## config.mk

```make
export PLATFORM = sky130hd
export DESIGN_NAME = dcsq_top
export DESIGN_NICKNAME = d
export VERILOG_FILES = /design/src/common/dcsq_pkg.sv /design/src/rtl/dcsq_top.sv
export SDC_FILE = /design/constraint.sdc
export NUM_CORES = 1
export LEC_CHECK = 0
export BUFFER_PORTS_ARGS = -buffer_cell sky130_fd_sc_hd__buf_2
export CORE_ASPECT_RATIO = 1.2
export CORE_MARGIN = 3
export CORE_UTILIZATION = 38
export CTS_CLUSTER_SIZE = 24
export DETAILED_ROUTE_END_ITERATION = 10
export PLACE_DENSITY = 0.59
export SLEW_MARGIN = 10
export SYNTH_ARGS = -nofsm -noshare
export SYNTH_HDL_FRONTEND = slang
export SYNTH_SLANG_ARGS = --single-unit
```

## constraint.sdc

```tcl
create_clock -name mclk -period 2.5 [get_ports mclk]
set_clock_uncertainty 0.05 [all_clocks]
set_input_delay 0.5 -clock mclk [delete_from_list [all_inputs] [get_ports mclk]]
set_output_delay 0.5 -clock mclk [all_outputs]
set_load 0.02 [all_outputs]
```

## src/common/dcsq_pkg.sv

```systemverilog
// dcsq_pkg: shared constants and types of the condition sequencer
package dcsq_pkg;
    // register byte offsets (low address byte)
    localparam logic [7:0] A_CTRL = 8'h00;
    localparam logic [7:0] A_STAT = 8'h04;
    localparam logic [7:0] A_PTR = 8'h0c;
    localparam logic [7:0] A_ISEL = 8'h10;
    localparam logic [7:0] A_BSEL = 8'h14;
    localparam logic [7:0] A_WSEL = 8'h18;
    localparam logic [7:0] A_IRQS = 8'h20;
    localparam logic [7:0] A_IRQC = 8'h24;
    localparam logic [7:0] A_IRQE = 8'h28;
    localparam logic [7:0] A_EVT = 8'h2c;
    // condition-select field layout
    localparam int MASK_HI = 23;
    localparam int MASK_LO = 16;
    localparam int VAL_HI = 7;
    localparam int VAL_LO = 0;
    // control register fields
    localparam int CTRL_RUN = 0;
    localparam int CTRL_WAKE = 1;
    localparam int CTRL_CH = 2;
    localparam int ST_HI = 15;
    localparam int ST_LO = 8;
    // status and event register fields
    localparam int STAT_ACT = 1;
    localparam int STAT_WAIT = 2;
    localparam int EVT_VALID = 31;
    // channels
    localparam int NCH = 2;
    localparam int CHW = 1;
    // pointer handling
    localparam logic [31:0] PTR_STEP = 32'h0000_0010;
    localparam logic [31:0] PTR_ALIGN = 32'hffff_fff0;
    localparam logic [31:0] STATUS_OFS = 32'h0000_000c;
    // command codes
    localparam logic [3:0] CMD_NOP = 4'h6;
    localparam logic [3:0] CMD_STOP = 4'h7;
    // per-command condition field codes
    localparam logic [1:0] COND_NEVER = 2'h0;
    localparam logic [1:0] COND_TRUE = 2'h1;
    localparam logic [1:0] COND_FALSE = 2'h2;
    localparam logic [1:0] COND_ALWAYS = 2'h3;
    // interrupt status bits
    localparam int IRQ_W = 3;
    localparam int IRQ_DONE = 0;
    localparam int IRQ_STOP = 1;
    localparam int IRQ_EVT = 2;
    // sequencer states
    typedef enum logic [2:0] {S_IDLE, S_FETCH, S_XFER, S_WRBACK, S_WAITC} dcsq_state_t;
endpackage : dcsq_pkg

```

## src/rtl/dcsq_top.sv

```systemverilog
// dcsq_top: descriptor sequencer with condition-select registers and AHB-Lite slave
`timescale 1ns/100ps
// Functional notes
// - interrupt condition: masked state equals masked value
// - reserved select bits 31-24, 15-8 read zero
// - branch select decides branch at completion
// - wait select decides suspension at completion
// - interrupt condition drives hardwired interrupt
// - one command pointer per channel
// - activation fetches from channel pointer
// - fetch and execute until STOP
// - pointer plus 16, jump, or unchanged
// - write status back, signal descriptor done
// - shared event channel reports list index
// - wait holds until release arrives
// - resume refetches; cleared after each fetch
// - STOP idles without pointer increment
module dcsq_top (
    input wire logic mclk,
    input wire logic resetn,
    input wire logic ce,
    input wire logic hsel,
    input wire logic [31:0] haddr,
    input wire logic [1:0] htrans,
    input wire logic hwrite,
    input wire logic [2:0] hsize,
    input wire logic [31:0] hwdata,
    input wire logic hready,
    output logic hreadyout,
    output logic hresp,
    output logic [31:0] hrdata,
    output logic fetch_req,
    output logic [31:0] fetch_addr,
    input wire logic fetch_ack,
    input wire logic [3:0] fetch_cmd,
    input wire logic [1:0] fetch_int,
    input wire logic [1:0] fetch_br,
    input wire logic [1:0] fetch_wait,
    input wire logic [31:0] fetch_jump_target,
    output logic xfer_req,
    input wire logic xfer_done,
    output logic wb_req,
    output logic [31:0] wb_addr,
    output logic [31:0] wb_data,
    input wire logic wb_ack,
    output logic descriptor_done,
    input wire logic [7:0] hw_state_set,
    input wire logic [7:0] hw_state_clr,
    input wire logic [dcsq_pkg::NCH-1:0] dev_event,
    output logic irq
);
    import dcsq_pkg::*;

    localparam int SYW = 16 + NCH; // synchroniser width

    // condition test against a select register
    function automatic logic cond_hit(input logic [31:0] sel, input logic [7:0] s);
        cond_hit = (s & sel[MASK_HI:MASK_LO]) == (sel[VAL_HI:VAL_LO] & sel[MASK_HI:MASK_LO]);
    endfunction : cond_hit

    // per-command field decides how the condition is used
    function automatic logic cond_act(input logic [1:0] f, input logic c);
        unique case (f)
            COND_NEVER: cond_act = 1'b0;
            COND_TRUE: cond_act = c;
            COND_FALSE: cond_act = ~c;
            COND_ALWAYS: cond_act = 1'b1;
        endcase
    endfunction : cond_act

    logic [SYW-1:0] sync1_q; // first stage, read only by sync2_q
    logic [SYW-1:0] sync2_q; // safe copies of device pins
    logic [7:0] set_s;
    logic [7:0] clr_s;
    logic [NCH-1:0] evt_s;
    logic acc; // accepted address phase
    logic wr_pend_q; // write data phase pending
    logic [7:0] wr_addr_q;
    logic [31:0] rd_d;
    logic [31:0] hrdata_q;
    logic run_q;
    logic run_seen_q; // channel already started since run went high
    logic wake_q; // resume_request
    logic [CHW-1:0] ch_sel_q;
    logic [7:0] state_q; // channel_state_bits
    logic [31:0] isel_q; // interrupt_condition_select
    logic [31:0] bsel_q; // branch_condition_select
    logic [31:0] wsel_q; // wait_condition_select
    logic [31:0] ptr_q [NCH]; // next_descriptor_pointer per channel
    logic [IRQ_W-1:0] irq_stat_q;
    logic [IRQ_W-1:0] irq_en_q;
    logic [IRQ_W-1:0] irq_set;
    logic [NCH-1:0] evt_q;
    logic evt_any;
    logic [CHW-1:0] evt_idx;
    dcsq_state_t st_q;
    logic act_q;
    logic [CHW-1:0] ch_q;
    logic [1:0] fi_q;
    logic [1:0] fb_q;
    logic [1:0] fw_q;
    logic [31:0] jump_q;
    logic [31:0] fetch_addr_q;
    logic [7:0] snap_q;
    logic int_q;
    logic br_q;
    logic wt_q;
    logic done_q;
    logic [31:0] wb_addr_q;
    logic [31:0] wb_data_q;
    logic w_ctrl;
    logic w_ptr;
    logic cmpl; // command completes this cycle
    logic int_now;
    logic br_now;
    logic wt_now;
    logic adv; // pointer update strobe
    logic stop_ev;
    logic evt_pop;
    logic [31:0] nxt_ptr;

    assign {evt_s, clr_s, set_s} = sync2_q;

    // two-stage synchroniser for all device-side pins
    always_ff @(posedge mclk or negedge resetn) begin
        if (!resetn) begin
            sync1_q <= '0;
            sync2_q <= '0;
        end else if (ce) begin
            sync1_q <= {dev_event, hw_state_clr, hw_state_set};
            sync2_q <= sync1_q;
        end
    end

    // ---- AHB-Lite slave: zero wait state, always OKAY ----
    assign acc = hsel & hready & htrans[1];
    assign hreadyout = 1'b1;
    assign hresp = 1'b0;
    assign hrdata = hrdata_q;
    assign w_ctrl = wr_pend_q && (wr_addr_q == A_CTRL);
    assign w_ptr = wr_pend_q && (wr_addr_q == A_PTR);

    // read mux; reserved and unmapped bits read zero
    always_comb begin
        rd_d = '0;
        unique case (haddr[7:0])
            A_CTRL: rd_d = {16'h0000, state_q, 5'h00, ch_sel_q, wake_q, run_q};
            A_STAT: rd_d = {16'h0000, state_q, 5'h00, st_q == S_WAITC, act_q, run_q};
            A_PTR: rd_d = ptr_q[ch_sel_q];
            A_ISEL: rd_d = isel_q;
            A_BSEL: rd_d = bsel_q;
            A_WSEL: rd_d = wsel_q;
            A_IRQS: rd_d = {29'h0, irq_stat_q};
            A_IRQE: rd_d = {29'h0, irq_en_q};
            A_EVT: rd_d = {evt_any, 30'h0, evt_idx};
            default: rd_d = '0;
        endcase
    end

    // address phase capture; read data is ready in the data phase
    always_ff @(posedge mclk or negedge resetn) begin
        if (!resetn) begin
            wr_pend_q <= 1'b0;
            wr_addr_q <= '0;
            hrdata_q <= '0;
        end else if (ce) begin
            wr_pend_q <= acc & hwrite;
            wr_addr_q <= haddr[7:0];
            hrdata_q <= (acc & ~hwrite) ? rd_d : '0;
        end
    end

    // select registers hold only mask and value; reserved bits stay zero
    always_ff @(posedge mclk or negedge resetn) begin
        if (!resetn) begin
            isel_q <= '0;
            bsel_q <= '0;
            wsel_q <= '0;
        end else if (ce && wr_pend_q) begin
            if (wr_addr_q == A_ISEL) begin
                isel_q <= {8'h00, hwdata[MASK_HI:MASK_LO], 8'h00, hwdata[VAL_HI:VAL_LO]};
            end
            if (wr_addr_q == A_BSEL) begin
                bsel_q <= {8'h00, hwdata[MASK_HI:MASK_LO], 8'h00, hwdata[VAL_HI:VAL_LO]};
            end
            if (wr_addr_q == A_WSEL) begin
                wsel_q <= {8'h00, hwdata[MASK_HI:MASK_LO], 8'h00, hwdata[VAL_HI:VAL_LO]};
            end
        end
    end

    // control: run, channel select, resume request
    always_ff @(posedge mclk or negedge resetn) begin
        if (!resetn) begin
            run_q <= 1'b0;
            ch_sel_q <= '0;
            wake_q <= 1'b0;
        end else if (ce) begin
            if (w_ctrl) begin
                run_q <= hwdata[CTRL_RUN];
                ch_sel_q <= hwdata[CTRL_CH +: CHW];
            end
            // software set beats the post-fetch clear
            if (w_ctrl && hwdata[CTRL_WAKE]) begin
                wake_q <= 1'b1;
            end else if (st_q == S_FETCH && fetch_ack) begin
                wake_q <= 1'b0;
            end
        end
    end

    // state bits: software write, then device clear, device set wins
    always_ff @(posedge mclk or negedge resetn) begin
        if (!resetn) begin
            state_q <= '0;
        end else if (ce) begin
            state_q <= ((w_ctrl ? hwdata[ST_HI:ST_LO] : state_q) & ~clr_s) | set_s;
        end
    end

    // pointer array; software writes only while stopped and inactive
    always_ff @(posedge mclk or negedge resetn) begin
        if (!resetn) begin
            for (int i = 0; i < NCH; i++) begin
                ptr_q[i] <= '0;
            end
        end else if (ce) begin
            if (adv) begin
                ptr_q[ch_q] <= nxt_ptr;
            end else if (w_ptr && !run_q && !act_q) begin
                ptr_q[ch_sel_q] <= hwdata & PTR_ALIGN;
            end
        end
    end

    // ---- sequencer ----
    // conditions from live state; latched together at completion
    assign int_now = cond_act(fi_q, cond_hit(isel_q, state_q));
    assign br_now = cond_act(fb_q, cond_hit(bsel_q, state_q));
    assign wt_now = cond_act(fw_q, cond_hit(wsel_q, state_q));
    assign cmpl = (st_q == S_XFER && xfer_done)
        || (st_q == S_FETCH && fetch_ack && fetch_cmd == CMD_NOP);
    assign adv = (st_q == S_WRBACK) && wb_ack && run_q;
    assign stop_ev = (st_q == S_FETCH) && fetch_ack && (fetch_cmd == CMD_STOP) && run_q;
    assign nxt_ptr = br_q ? (jump_q & PTR_ALIGN) : fetch_addr_q + PTR_STEP;

    assign fetch_req = (st_q == S_FETCH);
    assign xfer_req = (st_q == S_XFER);
    assign wb_req = (st_q == S_WRBACK);
    assign fetch_addr = fetch_addr_q;
    assign wb_addr = wb_addr_q;
    assign wb_data = wb_data_q;
    assign descriptor_done = done_q;

    // command fetch, execute, write back, wait loop
    always_ff @(posedge mclk or negedge resetn) begin
        if (!resetn) begin
            st_q <= S_IDLE;
            act_q <= 1'b0;
            run_seen_q <= 1'b0;
            ch_q <= '0;
            fi_q <= COND_NEVER;
            fb_q <= COND_NEVER;
            fw_q <= COND_NEVER;
            jump_q <= '0;
            fetch_addr_q <= '0;
            snap_q <= '0;
            int_q <= 1'b0;
            br_q <= 1'b0;
            wt_q <= 1'b0;
            done_q <= 1'b0;
            wb_addr_q <= '0;
            wb_data_q <= '0;
        end else if (ce) begin
            done_q <= 1'b0;
            if (!run_q) begin
                // clearing run abandons the current command
                st_q <= S_IDLE;
                act_q <= 1'b0;
                run_seen_q <= 1'b0;
            end else begin
                unique case (st_q)
                    S_IDLE: begin
                        // first start after run, or a resume request
                        if (!run_seen_q || wake_q) begin
                            st_q <= S_FETCH;
                            act_q <= 1'b1;
                            run_seen_q <= 1'b1;
                            ch_q <= ch_sel_q;
                            fetch_addr_q <= ptr_q[ch_sel_q];
                        end
                    end
                    S_FETCH: begin
                        if (fetch_ack) begin
                            fi_q <= fetch_int;
                            fb_q <= fetch_br;
                            fw_q <= fetch_wait;
                            jump_q <= fetch_jump_target;
                            if (fetch_cmd == CMD_STOP) begin
                                st_q <= S_IDLE;
                                act_q <= 1'b0;
                            end else if (fetch_cmd != CMD_NOP) begin
                                st_q <= S_XFER;
                            end
                        end
                    end
                    S_XFER: begin
                        // transfer engine owns the cycle count
                    end
                    S_WRBACK: begin
                        if (wb_ack) begin
                            done_q <= 1'b1;
                            fetch_addr_q <= nxt_ptr;
                            st_q <= wt_q ? S_WAITC : S_FETCH;
                        end
                    end
                    S_WAITC: begin
                        // released when the wait condition no longer holds for the state bits
                        if (!cond_act(fw_q, cond_hit(wsel_q, state_q))) begin
                            st_q <= S_FETCH;
                        end
                    end
                endcase
                if (cmpl) begin
                    // NOP completes straight from fetch with its own fields
                    snap_q <= state_q;
                    if (st_q == S_FETCH) begin
                        int_q <= cond_act(fetch_int, cond_hit(isel_q, state_q));
                        br_q <= cond_act(fetch_br, cond_hit(bsel_q, state_q));
                        wt_q <= cond_act(fetch_wait, cond_hit(wsel_q, state_q));
                    end else begin
                        int_q <= int_now;
                        br_q <= br_now;
                        wt_q <= wt_now;
                    end
                    wb_addr_q <= fetch_addr_q + STATUS_OFS;
                    wb_data_q <= {5'h00, 1'b1, 1'b0,
                        (st_q == S_FETCH) ? cond_act(fetch_br, cond_hit(bsel_q, state_q))
                        : br_now, state_q, 16'h0000};
                    st_q <= S_WRBACK;
                end
            end
        end
    end

    // ---- shared event channel ----
    // lowest pending channel is reported first
    always_comb begin
        evt_idx = '0;
        for (int i = NCH - 1; i >= 0; i--) begin
            if (evt_q[i]) begin
                evt_idx = i[CHW-1:0];
            end
        end
    end
    assign evt_any = |evt_q;
    assign evt_pop = acc && !hwrite && (haddr[7:0] == A_EVT);

    // a read pops the reported entry; a new event wins over the pop
    always_ff @(posedge mclk or negedge resetn) begin
        if (!resetn) begin
            evt_q <= '0;
        end else if (ce) begin
            for (int i = 0; i < NCH; i++) begin
                if (evt_s[i]) begin
                    evt_q[i] <= 1'b1;
                end else if (evt_pop && evt_any && evt_idx == i[CHW-1:0]) begin
                    evt_q[i] <= 1'b0;
                end
            end
        end
    end

    // ---- interrupts: sticky status, write-one clear, enable ----
    assign irq_set[IRQ_DONE] = adv && int_q;
    assign irq_set[IRQ_STOP] = stop_ev;
    assign irq_set[IRQ_EVT] = evt_any;
    assign irq = |(irq_stat_q & irq_en_q);

    // set beats clear in the same cycle
    always_ff @(posedge mclk or negedge resetn) begin
        if (!resetn) begin
            irq_stat_q <= '0;
            irq_en_q <= '0;
        end else if (ce) begin
            irq_stat_q <= (irq_stat_q
                & ~((wr_pend_q && wr_addr_q == A_IRQC) ? hwdata[IRQ_W-1:0] : '0)) | irq_set;
            if (wr_pend_q && wr_addr_q == A_IRQE) begin
                irq_en_q <= hwdata[IRQ_W-1:0];
            end
        end
    end
endmodule : dcsq_top

```

==> qor.yml, run 1 <==
status: "complete, no violations"
async_reset_ff_share_pct: 100.0
dp.cells: 2348
hold_path_end: "sync1_q[12]"
worst_pin_slew_ns: 0.6075
r2r-end: "ptr_q[15]"
fin_crit_ns: 2.379
drc: 0
vdd_drop_max_uv: 415.2
synth-seq-cells: 325
fmax_mhz: 420.4
drt_pass1_iterations: 5
grt_pass1_vias: 13350
start_util_pct: 38.58
maxSlewHeadroom_pct: 59.07
syn-instance-count: 1583
min_period_over_period_pct: 95.16
fin_nets: 1983
drtIter0Drc: 972
power.density_nw_per_um2: 612.0
worst_ep_required_time_ns: 1.95
vias_per_cell: 5.526
antenna_left: 0
cts_root_buffer: "clkbuf_16"
dpl_worst_slack_ns: 0.001606
die_height_um: 231.8
synth_area_um2: 16150
max_cap_violations: 0
finish.utilization_pct: 47.30
clock_sinks: 325
row_count: 82
hpwlAfterDp_um: 39420
setup_viol: 0
cts_buffers: 38
area_growth_syn_to_layout_pct: 22.61
min_path_cells: 2
routed_wirelength_um: 52890
chipWidth_um: 194.2
syn_area_per_cell_um2: 10.20
cts_tree: "yes"
fillers: 3990
p_leak_nw: 9.224
grt_pass1_wl_um: 81810
synth_seq_area_share_pct: 50.36
setup_ws_ns: 0.1211
synth.distinct_cells: 70
synth_edf_count: 0
synth_flop_cell: "dfrtp_1"
cts.htree.levels: 2
yosysTopAreaCell: "dfrtp_1"
tns_ns: 0
critical_path.startpoint_type: "flip-flop"
port_buffers: 216
die_area_um2: 45010
layout-drive-gt1-share_pct: 30.16
wl_per_cell_um: 21.91
core_area_um2: 41860
synth_top_area_share_pct: 50.36
synth_area_leaders: "dfrtp_1 (50%), mux2_2 (10%), nand2_1 (4.9%)"
grt_max_degree: 72
grt_overflow_total: 0
hp-class: "input port to flip-flop"
critPathMaxFanout: 6
hold_start: "hw_state_clr[4]"
ys.warnings.count: 0
path_class: "flip-flop to primary output"
clockBufferDepth: 3
reg2regPathDepth: 7
clk_latency_ns: 0.55
r2r_slack_ns: 0.14
reg2reg_from: "wr_addr_q[1]"
hold_violations: 0
crit_arrival_ns: 1.83
grtUsageTotal_pct: 23.06
end_kind: "primary output"
grt_antenna_before_repair: 4
place_congestion: 0.9085
fin_cells: 2414
rsz0062_at_grt: "false"
final_max_slew_viol_count: 0
num_vias: 13340
power.total_w: 0.01212
clk_pin_slew_ns: 0.06
boundaryPins: 273
-- layout by cell type, fill, tap and decap left out, types with 28 or more instances in the layout --
cell type  netlist  layout
buf_4           25     102
buf_2           21     215
o2bb2ai_1       33      33
clkbuf_16        0      38
nand2_1        210     210
a22oi_1         45      45
xor2_1          40      40
nor2_1          94      94
o21ai_0        133     132
mux2_2         144     144
dfrtp_1        325     325
a21oi_1         63      63
mux2i_1         28      28
xnor2_1         29      29
-- metrics by stage --
stage / cell area [µm²] / hold WS [ns]
final: 19800 / 0.1322
after global routing: 19800 / 0.1157
after CTS: 19770 / 0.1119
after detailed placement: 18530 / 0.3911
after global placement: 18530 / 0.3870
after floorplan: 16230 / 0.1544
-- power breakdown --
group | total, W | switching, W | internal [W] | leakage (nW)
clock | 0.00554 | 0.00223 | 0.00331 | 0.608
combinational | 0.00102 | 0.000625 | 0.000392 | 4.26
sequential | 0.00556 | 0.000137 | 0.00543 | 4.36
total | 0.0121 | 0.00299 | 0.00913 | 9.22
-- state kept, by name (all words and copies together) (netlist names), 3 cells and up --
name	flops
ptr_q	64
fetch_addr	32
hrdata	32
wb_addr	32
jump_q	28
sync1_q	18
sync2_q	18
bsel_q	16
isel_q	16
wsel_q	16
wb_data	10
state_q	8
wr_addr_q	8
irq_en_q	3
irq_stat_q	3
st_q	3
-- cell type report --
cell class                      count  area (µm²)  share of cell area (%)
Sequential cell                   325        8133                   41.08
Inverter                           27       101.3                  0.5119
Antenna cell                        1       2.502                 0.01264
Clock inverter                     13       161.4                  0.8152
Timing Repair Buffer              339        2258                   11.41
Clock buffer                       51        1070                   5.403
Tap cell                          546       683.2                   3.450
Multi-Input combinational cell   1112        7390                   37.32
-- how the worst max path moves through the flow --
stage | startpoint | slack (ns) | cells past startpoint | endpoint
after global placement | haddr[3] | -0.008 | 10 | hrdata[2]
after floorplan | fetch_addr[4] | 0.05 | 8 | ptr_q[24]
final | st_q[0] | 0.12 | 5 | fetch_req
after detailed placement | wr_addr_q[1] | 0.002 | 7 | ptr_q[15]
after CTS | st_q[2] | 0.05 | 5 | wb_req
after global routing | fetch_addr[22] | 0.02 | 6 | ptr_q[28]
-- synth_stat cells (28+ instances only) --
cell type    n
dfrtp_1    325
a22oi_1     45
o2bb2ai_1   33
mux2i_1     28
mux2_2     144
clkbuf_1    84
o21ai_0    133
xnor2_1     29
a21oi_1     63
xor2_1      40
nor2_1      94
nand2_1    210
-- layer usage --
| layer | global-route usage, % | wire [µm] |
|---|---|---|
| met1 | 31.50 | 22860 |
| met2 | 38.28 | 25320 |
| met3 | 3.831 | 3357 |
| met4 | 6.240 | 1329 |
| met5 | 0 | 27 |
-- critical path, cell delays in order (launching register included) --
cell and delay [ns]:
dfrtp_1 0.42, buf_4 0.17, inv_1 0.05, nor3_2 0.31
buf_4 0.19, buf_2 0.16
-- kinds of logic after synthesis --
kind of cell / Yosys count / share of synthesized area, %
AOI/OAI and AO/OA: 402 / 16.46
adders and majority gates: 2 / 0.1549
and+or+nand+nor: 440 / 12.36
muxes: 175 / 12.20
buffers and inverters: 168 / 4.680
xor gates and xnor gates: 69 / 3.742
DFF: 325 / 50.36
other: 2 / 0.04651
-- what timing repair did --
action	4_1_cts	5_1_grt
resized for setup	1	5
buffers inserted	0	0
endpoints found under the hold margin	38	0
endpoints found under the setup margin	1	7
cloned	0	0
pin swaps	0	1
hold buffers	1	0
(Power assumes the default switching activity.)
==> inputs of run 2 (changes only) <==
--- a/config.mk
+++ b/config.mk
@@ -10,4 +10,5 @@
 export CORE_MARGIN = 3
 export CORE_UTILIZATION = 38
+export CTS_BUF_LIST = sky130_fd_sc_hd__clkbuf_8 sky130_fd_sc_hd__clkbuf_16
 export CTS_CLUSTER_SIZE = 24
 export DETAILED_ROUTE_END_ITERATION = 10
==> constraint.sdc (replaced) <==
create_clock -name mclk -period 2.5 [get_ports mclk]
set_clock_uncertainty 0.05 [all_clocks]
set_input_delay 0.375 -clock mclk [delete_from_list [all_inputs] [get_ports mclk]]
set_output_delay 0.375 -clock mclk [all_outputs]
set_load 0.02 [all_outputs]
==> qor.yml, run 2 (synthesized netlist as in run 1, its figures left out) <==
final_cell_mix: "dfrtp_1 (325), buf_2 (215), nand2_1 (210)"
crit_end: "wb_req"
hp-class: "input port to flip-flop"
cts_buffers: 38
layout_commonest_cell: "dfrtp_1"
fin_nets: 1985
p_leak_nw: 9.285
port_buffers: 216
met3_usage_pct: 3.497
num_vias: 13420
r2r_slack_ns: 0.17
grtUsageTotal_pct: 23.09
regMostFlops: "ptr_q"
area_growth_syn_to_layout_pct: 23.30
clock_sinks: 325
power.density_nw_per_um2: 619.4
boundaryPins: 273
setup_viol: 0
critical_path.startpoint_type: "flip-flop"
max_cap_violations: 0
final_max_slew_viol_count: 0
fin_crit_ns: 2.347
vdd_drop_max_uv: 483.2
clk_pin_slew_ns: 0.06
hold_start: "dev_event[1]"
start_util_pct: 38.58
cts_root_buffer: "clkbuf_16"
layout-drive-gt1-share_pct: 30.08
busiest_layer: "met2"
critPathLaunch: "st_q[2]"
routed_wirelength_um: 52750
num_antenna_cells: 0
grt_pass1_wl_um: 81770
die_height_um: 231.8
dp.cells: 2338
hold_violations: 0
worst_ep_required_time_ns: 2.08
reg2reg_from: "fetch_addr[4]"
end_kind: "primary output"
drtIter0Drc: 1004
grt_util_met2_pct: 37.67
fin_cells: 2421
holdWs_ns: 0.02116
path_class: "flip-flop to primary output"
antenna_left: 0
clockBufferDepth: 3
grt_overflow_total: 0
tns_ns: 0
met1_usage_pct: 31.75
wl_per_cell_um: 21.79
cts_tree: "yes"
hpwlAfterDp_um: 39080
drc: 0
chipWidth_um: 194.2
maxSlewHeadroom_pct: 47.16
clk_latency_ns: 0.55
largest_reg_flops: 64
cts.htree.levels: 2
rsz0062_at_grt: "false"
row_count: 82
fmax_mhz: 426.1
drt_pass1_iterations: 5
grt_antenna_before_repair: 2
die_area_um2: 45010
reg2regPathDepth: 10
vias_per_cell: 5.542
grt_max_degree: 67
place_congestion: 0.9048
min_period_over_period_pct: 93.87
core_area_um2: 41860
finish.utilization_pct: 47.56
worst_pin_slew_ns: 0.7853
grt_pass1_vias: 13320
power.total_w: 0.01233
crit_arrival_ns: 1.92
r2r-end: "ptr_q[62]"
critPathMaxFanout: 28
status: "complete, no violations"
run 2: cell count changes in the layout (fill, tap and decap cells not counted), moves of 2 or more:
cell	change
buf_12	-2
buf_4	-6
clkbuf_1	-6
clkbuf_8	+6
dlygate4sd3_1	+11
inv_1	+4
run 2: area by class of cell:
cell class,instances,area (µm²)
multi-input combinational,1112,7402
clock buffer,51,1130
sequential,325,8133
clock inverter,19,188.9
inverter,27,101.3
tap,546,683.2
fill,3941,21950
timing repair buffer,341,2272
run 2: critical path: stages, from the launching register on:
cell     delay (ns)
dfrtp_1        0.38
inv_1          0.14
nand3_1        0.15
inv_2          0.10
buf_4          0.32
buf_2          0.26
run 2: layer usage:
layer  up-vias  wire (µm)
met2       496      25070
met3        81       3181
li1       6175          -
met5         -         27
met1      6662      22710
met4         4       1756
run 2: where the power goes:
part / internal, W / switching, W / leakage (nW) / total, W
logic: 0.000394 / 0.000610 / 4.26 / 0.00100
clock network: 0.00349 / 0.00227 / 0.669 / 0.00576
registers: 0.00543 / 0.000143 / 4.36 / 0.00557
total: 0.00931 / 0.00303 / 9.29 / 0.0123
run 2: worst min-delay path by stage:
| stage | cells past startpoint | slack, ns | end |
|---|---|---|---|
| final | 2 | 0.02 | sync1_q[17] |
| after global routing | 2 | 0.007 | sync1_q[10] |
| after CTS | 2 | 0.003 | sync1_q[10] |
| after detailed placement | 1 | 0.34 | wb_addr[6] |
| after global placement | 1 | 0.33 | wb_addr[8] |
| after floorplan | 0 | 0.03 | act_q |
run 2: through the flow:
stage | setup WS (ns) | instance area (µm²)
2_1_floorplan | 0.05334 | 16230
3_3_place_gp | 0.09953 | 18430
3_5_place_dp | 0.05114 | 18430
4_1_cts | 0.04424 | 19860
5_1_grt | 0.005971 | 19910
6_report | 0.1532 | 19910
run 2: what timing repair did:
action / in CTS / in global routing
endpoints found under the setup margin: 0 / 44
setup buffers: 0 / 1
resized for setup: 0 / 6
hold endpoints to repair: 71 / 0
hold buffers: 12 / 0
